`src/zav_pkg.sv`:
```
// Purpose: Shared constants and types for the zone alarm variant logic.
// Assumes: One zone per instance, a 100 MHz clk_sys, times kept in seconds.
// Notes: All counts in cycles are derived here from the clock period.
// What this block does
// - Variant 13: group A or B actuation gives stage one, then normal sequence.
// - Variants 13 and 14: A and B together give stage two at once.
// - Variants 14 and 16: first actuation starts 40 s, then zone is reset.
// - Renewed actuation within 8 minutes after that reset gives stage one.
// - No renewed actuation within 8 minutes: false alarm, zone goes quiet.
// - Variant 15: any single actuation gives stage one at once.
// - Variants 15 and 16: two or more devices shorten the stage two wait.
// - Variant 17 in unattended mode: actuation gives stage two.
// - Variant 17 in unattended mode: zone shows disabled, normal processing off.
// - Manual call point gives stage two at once in every variant.
// - Zero-delay mode forces the three stage delays to zero.
// - Zero-delay keeps confirmation logic but makes two-stage alarms one-stage.
// - Zero-delay sets relay and signalling line output delays to zero.
// - Zero-delay leaves delays held inside line elements untouched.
// - Unattended mode maps zones to variant 1, interactive ones to 9; variant 17 keeps its number.
// - Button at access level two or more enters unattended; lamp shows it.
// - Unattended mode is entered when time hits one of four switch times.
// - Second press leaves unattended, lamp off, programmed variants come back.
// - Any fault lights the steady fault lamp and a slow interrupted tone.
// - Fault signals clear with the fault; acknowledge silences the tone early.
// - Display goes off after 10 quiet minutes; fault button steps messages.
// - Non-maskable monitoring faults are shown until they are removed.
package zav_pkg;
    localparam int unsigned CLK_PERIOD_NS = 10;
    localparam int unsigned SECOND_NS = 1_000_000_000;
    localparam int unsigned TICK_CYCLES = SECOND_NS / CLK_PERIOD_NS;
    localparam int unsigned PRELIM_S = 40;
    localparam int unsigned WINDOW_MIN = 8;
    localparam int unsigned DISPLAY_MIN = 10;
    localparam logic [9:0] PRELIM_SECONDS = 10'(PRELIM_S);
    localparam logic [9:0] WINDOW_SECONDS = 10'(WINDOW_MIN * 60);
    localparam logic [9:0] DISPLAY_SECONDS = 10'(DISPLAY_MIN * 60);
    localparam int unsigned SWITCH_TIMES = 4;
    localparam logic [1:0] MIN_ACCESS_LEVEL = 2'h2;
    localparam logic [2:0] PAIR_COUNT = 3'h2;

    localparam logic [4:0] VAR_IMMEDIATE = 5'h01;
    localparam logic [4:0] VAR_INTER_ONE = 5'h09;
    localparam logic [4:0] VAR_INTER_TWO = 5'h0a;
    localparam logic [4:0] VAR_GROUP_FAST = 5'h0d;
    localparam logic [4:0] VAR_PRELIM_GROUP = 5'h0e;
    localparam logic [4:0] VAR_PAIR_FAST = 5'h0f;
    localparam logic [4:0] VAR_PRELIM_PAIR = 5'h10;
    localparam logic [4:0] VAR_ZONE_OFF = 5'h11;

    typedef enum logic [2:0] {
        ZS_QUIET = 3'b000,
        ZS_PRELIM = 3'b001,
        ZS_WATCH = 3'b011,
        ZS_STAGE1 = 3'b010,
        ZS_STAGE2 = 3'b110
    } zav_zone_state_t;

    typedef struct packed {
        logic [2:0] actCount;
        logic groupA;
        logic groupB;
        logic callPoint;
        logic unattendedBtn;
        logic ackBtn;
        logic faultBtn;
    } zav_pins_t;

    typedef struct packed {
        logic [4:0] variant;
        logic [9:0] stageDelayOne;
        logic [9:0] stageDelayTwo;
        logic [9:0] stageDelayThree;
        logic [9:0] relayDelay;
        logic zeroDelay;
        logic [1:0] accessLevel;
        logic [SWITCH_TIMES-1:0] switchEn;
        logic [SWITCH_TIMES-1:0][10:0] switchTime;
    } zav_cfg_t;

    typedef struct packed {
        logic stage1;
        logic stage2;
        logic prelim;
        logic zoneReset;
        logic zoneDisabled;
        logic relayOutput;
        logic signallingLineOutput;
        logic elementReq;
        logic unattendedLamp;
    } zav_alarm_t;

    typedef struct packed {
        logic faultAny;
        logic newFault;
        logic nonMaskFault;
    } zav_fault_in_t;

    typedef struct packed {
        logic faultLamp;
        logic faultTone;
        logic displayOn;
        logic [2:0] msgIndex;
    } zav_fault_out_t;
endpackage : zav_pkg

```
`src/zav_sec_tick.sv`:
```
// Purpose: One-cycle pulse every second from clk_sys.
// Assumes: clk_sys at the rate given by the package.
// Notes: CYCLES is a parameter so a simulation can shorten the second.
`timescale 1ns/1ps
module zav_sec_tick
    import zav_pkg::*;
#(
    parameter int unsigned CYCLES = TICK_CYCLES
) (
    input wire logic clk_sys,
    input wire logic rst,
    output logic secTick
);
    typedef struct packed {
        logic [31:0] cnt;
        logic tick;
    } zav_tick_state_t;

    zav_tick_state_t st_q;
    zav_tick_state_t st_d;

    always_comb begin
        st_d = st_q;
        st_d.tick = 1'b0;
        if (st_q.cnt >= CYCLES - 1) begin
            st_d.cnt = 32'h0;
            st_d.tick = 1'b1;
        end else begin
            st_d.cnt = st_q.cnt + 32'h1;
        end
    end

    always_ff @(posedge clk_sys or posedge rst) begin
        if (rst) begin
            st_q <= '0;
        end else begin
            st_q <= st_d;
        end
    end

    assign secTick = st_q.tick;

    chk_tick_period: assert property (
        @(posedge clk_sys) disable iff (rst)
        st_q.tick |=> !st_q.tick)
        else $error("seconds tick lasted more than one cycle");
endmodule : zav_sec_tick

```
`src/zav_fault_ind.sv`:
```
// Purpose: Collective fault lamp, tone and fault display control.
// Assumes: Fault inputs come from logic on clk_sys; buttons already synced.
// Notes: Tone is one second on, one second off on the seconds tick.
`timescale 1ns/1ps
module zav_fault_ind
    import zav_pkg::*;
(
    input wire logic clk_sys,
    input wire logic rst,
    input wire logic secTick,
    input zav_fault_in_t faultIn,
    input wire logic ackBtn,
    input wire logic faultBtn,
    output zav_fault_out_t faultOut
);
    typedef struct packed {
        logic silenced;
        logic blink;
        logic ackPrev;
        logic btnPrev;
        logic [9:0] dispCnt;
        zav_fault_out_t out;
    } zav_fault_state_t;

    zav_fault_state_t st_q;
    zav_fault_state_t st_d;
    logic ackRise;
    logic btnRise;

    assign ackRise = ackBtn & ~st_q.ackPrev;
    assign btnRise = faultBtn & ~st_q.btnPrev;

    always_comb begin
        st_d = st_q;
        st_d.ackPrev = ackBtn;
        st_d.btnPrev = faultBtn;
        if (secTick) begin
            st_d.blink = ~st_q.blink;
        end
        // A new fault re-arms the tone even after an acknowledge
        if (!faultIn.faultAny || faultIn.newFault) begin
            st_d.silenced = 1'b0;
        end else if (ackRise) begin
            st_d.silenced = 1'b1;
        end
        if (faultIn.newFault) begin
            st_d.out.displayOn = 1'b1;
            st_d.dispCnt = 10'h0;
        end else if (btnRise) begin
            st_d.out.displayOn = 1'b1;
            st_d.dispCnt = 10'h0;
            st_d.out.msgIndex = st_q.out.msgIndex + 3'h1;
        end else if (faultIn.nonMaskFault) begin
            st_d.out.displayOn = 1'b1;
            st_d.dispCnt = 10'h0;
        end else if (st_q.out.displayOn && secTick) begin
            if (st_q.dispCnt >= DISPLAY_SECONDS - 10'h1) begin
                st_d.out.displayOn = 1'b0;
                st_d.dispCnt = 10'h0;
            end else begin
                st_d.dispCnt = st_q.dispCnt + 10'h1;
            end
        end
        st_d.out.faultLamp = faultIn.faultAny;
        st_d.out.faultTone = faultIn.faultAny & ~st_d.silenced
            & st_d.blink;
    end

    always_ff @(posedge clk_sys or posedge rst) begin
        if (rst) begin
            st_q <= '0;
        end else begin
            st_q <= st_d;
        end
    end

    assign faultOut = st_q.out;

    chk_fault_lamp: assert property (
        @(posedge clk_sys) disable iff (rst)
        faultIn.faultAny |=> faultOut.faultLamp)
        else $error("fault lamp not lit for an active fault");
    chk_tone_ack: assert property (
        @(posedge clk_sys) disable iff (rst)
        ackRise && !faultIn.newFault |=> !faultOut.faultTone)
        else $error("fault tone still on after acknowledge");
    chk_nonmask_shown: assert property (
        @(posedge clk_sys) disable iff (rst)
        faultIn.nonMaskFault |=> faultOut.displayOn)
        else $error("non-maskable fault not on display");
endmodule : zav_fault_ind

```
`src/zav_zone_alarm.sv`:
```
// Purpose: Alarm decision for one zone, unattended mode and fault signals.
// Assumes: Pin inputs are asynchronous; cfg and time come from clk_sys logic.
// Notes: Stage two follows stage one after stage delays one plus two, or after delay three alone for pairs.
`timescale 1ns/1ps
module zav_zone_alarm
    import zav_pkg::*;
#(
    parameter int unsigned TICK_CYCLES_P = TICK_CYCLES
) (
    input wire logic clk_sys,
    input wire logic rst,
    input zav_pins_t pins,
    input zav_cfg_t cfg,
    input wire logic [10:0] timeNow,
    input wire logic alarmClear,
    input zav_fault_in_t faultIn,
    output zav_alarm_t alarm,
    output zav_fault_out_t faultOut
);
    typedef struct packed {
        zav_pins_t sync1;
        zav_pins_t sync2;
        logic [2:0] cntPrev;
        logic [2:0] cntStable;
        logic prevAny;
        logic prevBtn;
        logic [10:0] prevTime;
        logic unattended;
        zav_zone_state_t zs;
        logic [9:0] secCnt;
        logic [9:0] relayCnt;
        zav_alarm_t out;
    } zav_zone_reg_t;

    zav_zone_reg_t st_q;
    zav_zone_reg_t st_d;
    logic secTick;
    logic [4:0] effVar;
    logic anyAct;
    logic actRise;
    logic btnRise;
    logic groupCoinc;
    logic pairAct;
    logic timeHit;
    logic zoneOff;
    logic [10:0] stageWait;

    // Unattended mode swaps in the one-stage form of each variant except 17, which keeps its own
    function automatic logic [4:0] eff_variant(input logic [4:0] v,
                                               input logic away);
        logic [4:0] r;
        r = v;
        if (away && v != VAR_ZONE_OFF) begin
            if (v == VAR_INTER_ONE || v == VAR_INTER_TWO) begin
                r = VAR_INTER_ONE;
            end else begin
                r = VAR_IMMEDIATE;
            end
        end
        return r;
    endfunction : eff_variant

    function automatic logic time_match(input zav_cfg_t c,
                                        input logic [10:0] t);
        logic hit;
        hit = 1'b0;
        for (int i = 0; i < SWITCH_TIMES; i++) begin
            if (c.switchEn[i] && c.switchTime[i] == t) begin
                hit = 1'b1;
            end
        end
        return hit;
    endfunction : time_match

    zav_sec_tick #(
        .CYCLES(TICK_CYCLES_P)
    ) u_tick (
        .clk_sys(clk_sys),
        .rst(rst),
        .secTick(secTick)
    );

    zav_fault_ind u_fault (
        .clk_sys(clk_sys),
        .rst(rst),
        .secTick(secTick),
        .faultIn(faultIn),
        .ackBtn(st_q.sync2.ackBtn),
        .faultBtn(st_q.sync2.faultBtn),
        .faultOut(faultOut)
    );

    assign effVar = eff_variant(cfg.variant, st_q.unattended);
    assign anyAct = st_q.cntStable != 3'h0;
    assign actRise = anyAct & ~st_q.prevAny;
    assign btnRise = st_q.sync2.unattendedBtn & ~st_q.prevBtn;
    assign zoneOff = st_q.unattended && effVar == VAR_ZONE_OFF;
    assign groupCoinc = st_q.sync2.groupA & st_q.sync2.groupB
        & (effVar == VAR_GROUP_FAST || effVar == VAR_PRELIM_GROUP);
    assign pairAct = st_q.cntStable >= PAIR_COUNT
        & (effVar == VAR_PAIR_FAST || effVar == VAR_PRELIM_PAIR);
    // Only a change of the clock value counts, so a held match fires once
    assign timeHit = timeNow != st_q.prevTime
        && time_match(cfg, timeNow);
    // Pairs wait only the third delay instead of the first two
    assign stageWait = cfg.zeroDelay ? 11'h0 :
        pairAct ? {1'b0, cfg.stageDelayThree} :
        {1'b0, cfg.stageDelayOne} + {1'b0, cfg.stageDelayTwo};

    always_comb begin
        st_d = st_q;
        st_d.sync1 = pins;
        st_d.sync2 = st_q.sync1;
        // A multi-bit count can be torn in the synchroniser, and a torn
        // zero would look like a renewed actuation; take it once it repeats
        st_d.cntPrev = st_q.sync2.actCount;
        if (st_q.sync2.actCount == st_q.cntPrev) begin
            st_d.cntStable = st_q.sync2.actCount;
        end
        st_d.prevAny = anyAct;
        st_d.prevBtn = st_q.sync2.unattendedBtn;
        st_d.prevTime = timeNow;
        st_d.out.zoneReset = 1'b0;

        if (btnRise && cfg.accessLevel >= MIN_ACCESS_LEVEL) begin
            st_d.unattended = ~st_q.unattended;
        end else if (timeHit) begin
            st_d.unattended = 1'b1;
        end

        if (secTick) begin
            st_d.secCnt = st_q.secCnt + 10'h1;
        end

        case (st_q.zs)
            ZS_QUIET: begin
                st_d.secCnt = 10'h0;
                if (actRise) begin
                    if (zoneOff) begin
                        st_d.zs = ZS_STAGE2;
                    end else if (effVar == VAR_IMMEDIATE
                                 || effVar == VAR_INTER_ONE) begin
                        st_d.zs = ZS_STAGE2;
                    end else if (groupCoinc) begin
                        st_d.zs = ZS_STAGE2;
                    end else if (effVar == VAR_PRELIM_GROUP
                                 || effVar == VAR_PRELIM_PAIR) begin
                        st_d.zs = ZS_PRELIM;
                    end else if (cfg.zeroDelay) begin
                        st_d.zs = ZS_STAGE2;
                    end else begin
                        st_d.zs = ZS_STAGE1;
                    end
                end
            end
            ZS_PRELIM: begin
                if (groupCoinc) begin
                    st_d.zs = ZS_STAGE2;
                end else if (secTick
                             && st_q.secCnt >= PRELIM_SECONDS - 10'h1) begin
                    st_d.zs = ZS_WATCH;
                    st_d.secCnt = 10'h0;
                    st_d.out.zoneReset = 1'b1;
                end
            end
            ZS_WATCH: begin
                if (groupCoinc) begin
                    st_d.zs = ZS_STAGE2;
                end else if (actRise) begin
                    st_d.zs = cfg.zeroDelay ? ZS_STAGE2 : ZS_STAGE1;
                    st_d.secCnt = 10'h0;
                end else if (secTick
                             && st_q.secCnt >= WINDOW_SECONDS - 10'h1) begin
                    st_d.zs = ZS_QUIET;
                    st_d.secCnt = 10'h0;
                end
            end
            ZS_STAGE1: begin
                if (groupCoinc) begin
                    st_d.zs = ZS_STAGE2;
                end else if ({1'b0, st_q.secCnt} >= stageWait) begin
                    st_d.zs = ZS_STAGE2;
                end
            end
            ZS_STAGE2: begin
                if (alarmClear) begin
                    st_d.zs = ZS_QUIET;
                    st_d.secCnt = 10'h0;
                end
            end
            default: begin
                st_d.zs = ZS_QUIET;
                st_d.secCnt = 10'h0;
            end
        endcase

        // The call point wins over every variant and every state
        if (st_q.sync2.callPoint) begin
            st_d.zs = ZS_STAGE2;
        end

        if (st_d.zs == ZS_STAGE2 && st_q.zs == ZS_STAGE2) begin
            if (secTick && st_q.relayCnt != 10'h3ff) begin
                st_d.relayCnt = st_q.relayCnt + 10'h1;
            end
        end else begin
            st_d.relayCnt = 10'h0;
        end

        st_d.out.stage1 = st_d.zs == ZS_STAGE1;
        st_d.out.stage2 = st_d.zs == ZS_STAGE2;
        st_d.out.prelim = st_d.zs == ZS_PRELIM || st_d.zs == ZS_WATCH;
        st_d.out.zoneDisabled = st_d.unattended
            && eff_variant(cfg.variant, st_d.unattended)
            == VAR_ZONE_OFF;
        st_d.out.relayOutput = st_d.out.stage2
            && (cfg.zeroDelay || st_d.relayCnt >= cfg.relayDelay);
        st_d.out.signallingLineOutput = st_d.out.relayOutput;
        // Line elements apply their own delay, so they get no wait here
        st_d.out.elementReq = st_d.out.stage2;
        st_d.out.unattendedLamp = st_d.unattended;
    end

    always_ff @(posedge clk_sys or posedge rst) begin
        if (rst) begin
            st_q <= '0;
        end else begin
            st_q <= st_d;
        end
    end

    assign alarm = st_q.out;

    chk_callpoint_stage: assert property (
        @(posedge clk_sys) disable iff (rst)
        st_q.sync2.callPoint |=> st_q.zs == ZS_STAGE2 && alarm.stage2)
        else $error("call point did not raise stage two");
    chk_prelim_reset: assert property (
        @(posedge clk_sys) disable iff (rst)
        st_q.zs == ZS_PRELIM && secTick && !groupCoinc
        && st_q.secCnt == PRELIM_SECONDS - 10'h1 && !st_q.sync2.callPoint
        |=> st_q.zs == ZS_WATCH && alarm.zoneReset)
        else $error("zone not reset at the end of the first wait");
    chk_window_false: assert property (
        @(posedge clk_sys) disable iff (rst)
        st_q.zs == ZS_WATCH && secTick && !actRise && !groupCoinc
        && st_q.secCnt == WINDOW_SECONDS - 10'h1 && !st_q.sync2.callPoint
        |=> st_q.zs == ZS_QUIET)
        else $error("watch window did not expire to quiet");
    chk_watch_react: assert property (
        @(posedge clk_sys) disable iff (rst)
        st_q.zs == ZS_WATCH && actRise
        |=> st_q.zs inside {ZS_STAGE1, ZS_STAGE2})
        else $error("renewed actuation ignored in watch window");
    chk_group_coinc: assert property (
        @(posedge clk_sys) disable iff (rst)
        groupCoinc && st_q.zs != ZS_QUIET && !alarmClear
        |=> st_q.zs == ZS_STAGE2)
        else $error("group coincidence did not raise stage two");
    // Stage one must be skipped, not merely left after a zero wait
    chk_zero_delay: assert property (
        @(posedge clk_sys) disable iff (rst)
        st_q.zs == ZS_QUIET && actRise && cfg.zeroDelay && !zoneOff
        && effVar != VAR_PRELIM_GROUP && effVar != VAR_PRELIM_PAIR
        |=> st_q.zs == ZS_STAGE2)
        else $error("zero delay left a stage delay running");
    chk_relay_zero: assert property (
        @(posedge clk_sys) disable iff (rst)
        cfg.zeroDelay && $past(cfg.zeroDelay) && alarm.stage2
        |-> alarm.relayOutput && alarm.signallingLineOutput)
        else $error("zero delay left an output delay running");
    chk_away_toggle: assert property (
        @(posedge clk_sys) disable iff (rst)
        btnRise && cfg.accessLevel >= MIN_ACCESS_LEVEL
        |=> st_q.unattended != $past(st_q.unattended)
        ##1 alarm.unattendedLamp == st_q.unattended)
        else $error("unattended button did not toggle the mode");
    chk_zone_off: assert property (
        @(posedge clk_sys) disable iff (rst)
        st_q.zs == ZS_QUIET && actRise && zoneOff
        |=> st_q.zs == ZS_STAGE2)
        else $error("disconnected zone actuation missed stage two");
    chk_quiet_count: assert property (
        @(posedge clk_sys) disable iff (rst)
        $changed(st_q.zs) && st_q.zs == ZS_QUIET |-> st_q.secCnt == 10'h0)
        else $error("zone counter not cleared on return to quiet");
endmodule : zav_zone_alarm

```
`config.mk`:
```
export PLATFORM = sky130hd
export DESIGN_NAME = zav_zone_alarm
export DESIGN_NICKNAME = d
export VERILOG_FILES = /design/src/zav_pkg.sv /design/src/zav_sec_tick.sv /design/src/zav_fault_ind.sv /design/src/zav_zone_alarm.sv
export SDC_FILE = /design/constraint.sdc
export NUM_CORES = 1
export LEC_CHECK = 0
export BUFFER_PORTS_ARGS = -buffer_cell sky130_fd_sc_hd__buf_4
export CAP_MARGIN = 40
export CORE_MARGIN = 4
export CORE_UTILIZATION = 30
export DETAILED_ROUTE_END_ITERATION = 16
export HOLD_SLACK_MARGIN = 0.02
export PLACE_DENSITY_LB_ADDON = 0.1
export REMOVE_ABC_BUFFERS = 1
export SLEW_MARGIN = 25
export SYNTH_ARGS = -nofsm -noshare
export SYNTH_HDL_FRONTEND = slang
export SYNTH_SLANG_ARGS = --single-unit
export TNS_END_PERCENT = 10
```
`constraint.sdc`:
```
create_clock -name clk_sys -period 5.1 [get_ports clk_sys]
set_clock_uncertainty 0.1 [all_clocks]
set_input_delay 1.02 -clock clk_sys [delete_from_list [all_inputs] [get_ports clk_sys]]
set_output_delay 1.02 -clock clk_sys [all_outputs]
set_load 0.05 [all_outputs]
```
# --- Word level (Yosys, flattened, before mapping) ---
# Index checks and enable logic that the tools add are counted.
# W data, S select, Z words.
totals:
  register_bits: 120
  in_bits: 122
  word_cells: 179
classes:
  addsub: 6
  n_lt_le_gt_ge: 8
  eq_ne: 26
  mux: 51
  bitwise: 17
  reduce_logical: 31
op_table:
  columns: ["operator", "count"]
  rows:
  - ["$mux W10", 10]
  - ["$mux W13", 4]
  - ["$eq A11 B11 Y1", 4]
  - ["$pmux W10 S4", 1]
  - ["$mux W3", 11]
  - ["$add A32 B1 Y32 const B", 1]
  - ["$ge A32 B27 Y1 const B", 1]
  - ["$mux W32", 1]
  - ["$add A10 B1 Y10 const B", 3]
  - ["$eq A5 B4 Y1 const B", 6]
  - ["$mux W11", 2]
  - ["$mux W1", 18]
  - ["$logic_and A1 B1 Y1", 16]
  - ["$eq A5 B5 Y1 const B", 3]
  - ["$pmux W3 S5", 1]
  - ["$eq A3 B2 Y1 const B", 4]
  - ["$add A10 B10 Y11", 1]
  - ["$ge A10 B11 Y1", 1]
  - ["$ne A11 B11 Y1", 1]
  - ["$ge A10 B10 Y1", 1]
  - ["$ge A10 B10 Y1 const B", 1]
  - ["$ge A10 B6 Y1 const B", 1]
  - ["$ge A10 B9 Y1 const B", 1]
  - ["$mux W5", 2]
  - ["other kinds (18)", 44]

# --- Longest topological paths before layout ---
logic_depth:
  word_depth: 20
  ltp_mapped: 15
  mapped_depth_nobuf: 15

# --- Hierarchy ---
# Synthesis repeated with hierarchy kept, for this count alone.
hier_totals:
  cells_unflattened: 715
  area_unflattened_um2: 7080.5
modules_own_cells:
  columns: ["module", "n_inst", "cells_each", "area_per_inst_um2"]
  rows:
  - ["zav_zone_alarm", 1, 458, 4445.5]
  - ["zav_sec_tick", 1, 164, 1676.6]
  - ["zav_fault_ind", 1, 93, 958.4]

# --- Least setup slack after synthesis ---
# OpenSTA, ideal clock, no wires.
synth_path:
  kind: "input to register"
  startpoint: "input port cfg[71] (netlist name)"
  endpoint: "register st_q, in the netlist alarm[2]"
  setup_time_ns: 0.084
  t_arrival_ns: 3.567
  required_ns: 4.916
  setup_slack_ns: 1.349
  stages: 13
  path_cell_list: "ha_1 -> fa_1 -> nand3_1 -> a21boi_0 -> o21a_1 -> o31ai_1 -> a31oi_1 -> ha_1 -> nand4_1 -> or3_1 -> a31oi_1 -> a211o_1 -> a21boi_0"
synth_lines:
  columns: ["item", "line", "source"]
  rows:
  - ["from (decl)", "zav_zone_alarm.sv:13", "input zav_cfg_t cfg,"]
  - ["to (signal assigned)", "zav_zone_alarm.sv:228", "st_q <= st_d;"]
  - ["to (decl)", "zav_zone_alarm.sv:35", "zav_zone_reg_t st_q;"]

==> summary.txt <==
Clock tree
  – CTS sink cnt: 120
  – H-tree levels: 4
  – Root Buffer: clkbuf_16
  – Number of buffers created by CTS: 17
  – Worst-Skew Late Latency: 0.42 ns
  – Clk buf depth: 2
  – CTS tree: built
  – Setup Fix Bufs, Post-CTS: 0
  – Gates resized, CTS repair: 0
  – Clock transition at the registers of the reported paths: 0.06 ns
  – Hold buffer count at cts: 0

Floorplanning
  – Core Rows: 54
  – Core Footprint: 22100 um2
  – Die Ht: 159 um
  – I/O Pins: 137
  – Die area: 25200 um2
  – Die Wd: 159 um
  – Initial core utilization: 30.9%

GRT
  – Initial antenna violation count: 0
  – Total GRT Usage: 13.4%
  – First-pass GRT wire length: 28000 um
  – Overflow after GRT: 0
  – Largest net degree at the start of global routing: 45
  – Vias in the first global route: 5541

Power
  – Switching Fraction: 27.4%
  – Comb power frac: 16.5%
  – Leakage: 0.00381 uW
  – Switching pwr: 774 uW
  – Seq pwr share: 37.5%
  – Clock network fraction of design power: 45.9%
  – VDD IR max: 0.000215 V
  – Power density over the cells: 326 nW/um2
  – Internal power: 2050 uW

Final layout
  – Commonest cells after routing, fill and taps aside: 139 x buf_4, 120 x dfrtp_1, 76 x nor2_1
  – Most common cell after layout, fill and taps aside: buf_4
  – Share of cells above drive strength 1: 23.6%
  – Filler Cells Inserted: 2141
  – Ant. Diodes: 0
  – Synth-to-layout area growth: 26.7%
  – NumNets Final: 977

Synth
  – Area leader, netlist: dfrtp_1
  – Synth Instances: 698
  – Synth top area share: 44.0%
  – Mean Syn Cell Area: 9.78 um2
  – EDFF count, synth: 0
  – Asr flop ratio synth: 100%
  – Sequential element share of the synthesized area: 44.0%
  – Flops & latches, synth: 120
  – Netlist cell types: 65
  – Ys flop type: dfrtp_1
  – Yosys warns: 0
  – Synth top area cells: dfrtp_1 44%, xnor2_1 9.1%, ha_1 6.4%
  – Syn Std Cell Area: 6820 um2

Drt
  – Residual DRC count: 0
  – Initial DRC Count: 283
  – Final wirelength: 16600 um
  – Routed wire per std cell: 14.9 um
  – Routed via count: 5340
  – Detail Route Antenna Nets: 0
  – Vias per cell: 4.80
  – First-pass DRT Iterations: 4

Setup path
  – Max FO, Critical Path: 15
  – Crit path DAT: 4.22 ns
  – CP Launch Type: primary input
  – Flop2flop setup slack: 1.79 ns
  – CP Capture Type: flip-flop
  – FF-to-FF Start: alarm[0]$_DFF_PP0_
  – Worst R2R End: alarm[2]$_DFF_PP0_
  – Critical path type: primary input to flip-flop
  – Reg2Reg Depth: 11
  – Worst path required time: 5.33 ns

Timing
  – Minimum clock period after layout: 3.99 ns
  – TNS Setup: 0 ns
  – FMAX: 0.251 GHz
  – Max-slew headroom: 51.2%
  – Transition time of the tightest slew-check pin: 0.729 ns
  – Fin Hold WS: 0.246 ns
  – Final Max Slew Viols: 0
  – Final hold vios: 0
  – RSZ-0062 raised after global routing: false
  – Final period util: 78.2%
  – Final setup viols: 0

Placement
  – Routability cong.: 0.758
  – Post-DP HPWL: 12700 um
  – # port buffers: 135

Min path
  – Hold WC Path Type: flip-flop to flip-flop
  – Min-delay src: st_d[60]$_DFF_PP0_
  – Hold Crit Depth: 0
  – Worst Hold End: st_d[51]$_DFF_PP0_

Flow run
  – Max-cap violations: 0

Status
  – Outcome: finished clean
## state kept, by name (all words and copies together), names as in the netlist
| register | count |
|---|---|
| u_tick.secTick | 1 |
| alarm | 7 |
| u_fault.st_q | 14 |
| st_q | 47 |
| u_tick.st_q | 32 |
| u_fault.faultOut | 6 |
| st_d | 13 |
## cell type report
class,instances,area [um2],share of cell area (%)
multi-input cells,517,3520,40.7
repair buffers,139,1040,12.1
inverters,24,92.6,1.07
clock inverters,15,210,2.43
flip-flops and latches,120,3000,34.7
clock buffers,17,425,4.92
well taps,280,350,4.05
## how the worst max path moves through the flow
stage                        from            endpoint  slack (ns)
after detailed placement  cfg[92]  alarm[2]$_DFF_PP0_        0.67
after global routing      cfg[92]  alarm[2]$_DFF_PP0_        0.82
final                     cfg[92]  alarm[2]$_DFF_PP0_        1.11
after floorplan               rst  alarm[0]$_DFF_PP0_        0.79
after CTS                 cfg[92]  alarm[2]$_DFF_PP0_        1.08
after global placement    cfg[92]  alarm[2]$_DFF_PP0_        0.71
## per-stage QoR
stage / power [uW] / setup slack, ns / util (%) / std cells / instance area (um2)
5_1_grt: 2970 / 0.824 / 39.1 / 1112 / 8650
2_1_floorplan: 1350 / 0.794 / - / 661 / 6610
6_report: 2820 / 1.11 / 39.1 / 1112 / 8650
4_1_cts: 2870 / 1.08 / 39.1 / 1112 / 8650
3_5_place_dp: 1550 / 0.666 / 36.3 / 1080 / 8010
3_3_place_gp: 1540 / 0.713 / 36.3 / 1080 / 8010
## logic make-up (layout without fill, tap and decap cells)
kind of cell | count (synthesis) | count (layout) | share of synthesized area (%)
other cells | 1 | 5 | 0.0550
compound gates | 101 | 101 | 10.1
buf+inv | 65 | 195 | 4.62
simple gates | 265 | 265 | 20.2
mux | 7 | 7 | 1.10
xor+xnor | 103 | 103 | 13.2
fa+ha+maj | 36 | 36 | 6.71
flops | 120 | 120 | 44.0
## Yosys cell counts, drive strengths merged, types with 21 or more instances
library cell,count
clkbuf,23
a21oi,23
ha,35
nand4,26
nand2,48
nor2,77
xnor2,71
o21ai,21
nand3,34
inv,24
dfrtp,120
xor2,32
## layer usage
layer | vias up | global-route usage [%] | share of wire [%]
met5 | - | 0 | 0
met4 | 0 | 3.94 | 1.0
met3 | 14 | 2.95 | 3.4
met2 | 106 | 22.2 | 49
met1 | 2549 | 17.6 | 46
li1 | 2671 | - | -
## power groups by stage
stage,combinational (uW),clock (uW),sequential (uW)
5_1_grt,518,1380,1070
3_5_place_dp,473,0,1080
3_3_place_gp,465,0,1080
4_1_cts,475,1330,1060
2_1_floorplan,214,0,1140
6_report,466,1300,1060
## worst max-delay path, stage by stage
cell and delay [ns]:
buf_4 0.13, nor4b_2 0.37, mux2_2 0.26, and2_0 0.60
nand2_1 0.13, o31ai_1 0.11, nand2_1 0.11, ha_1 0.32
nand4_1 0.09, or3_1 0.38, a31oi_1 0.26, a211o_1 0.25
a21boi_0 0.20
Power figures use the tool's default switching activity.
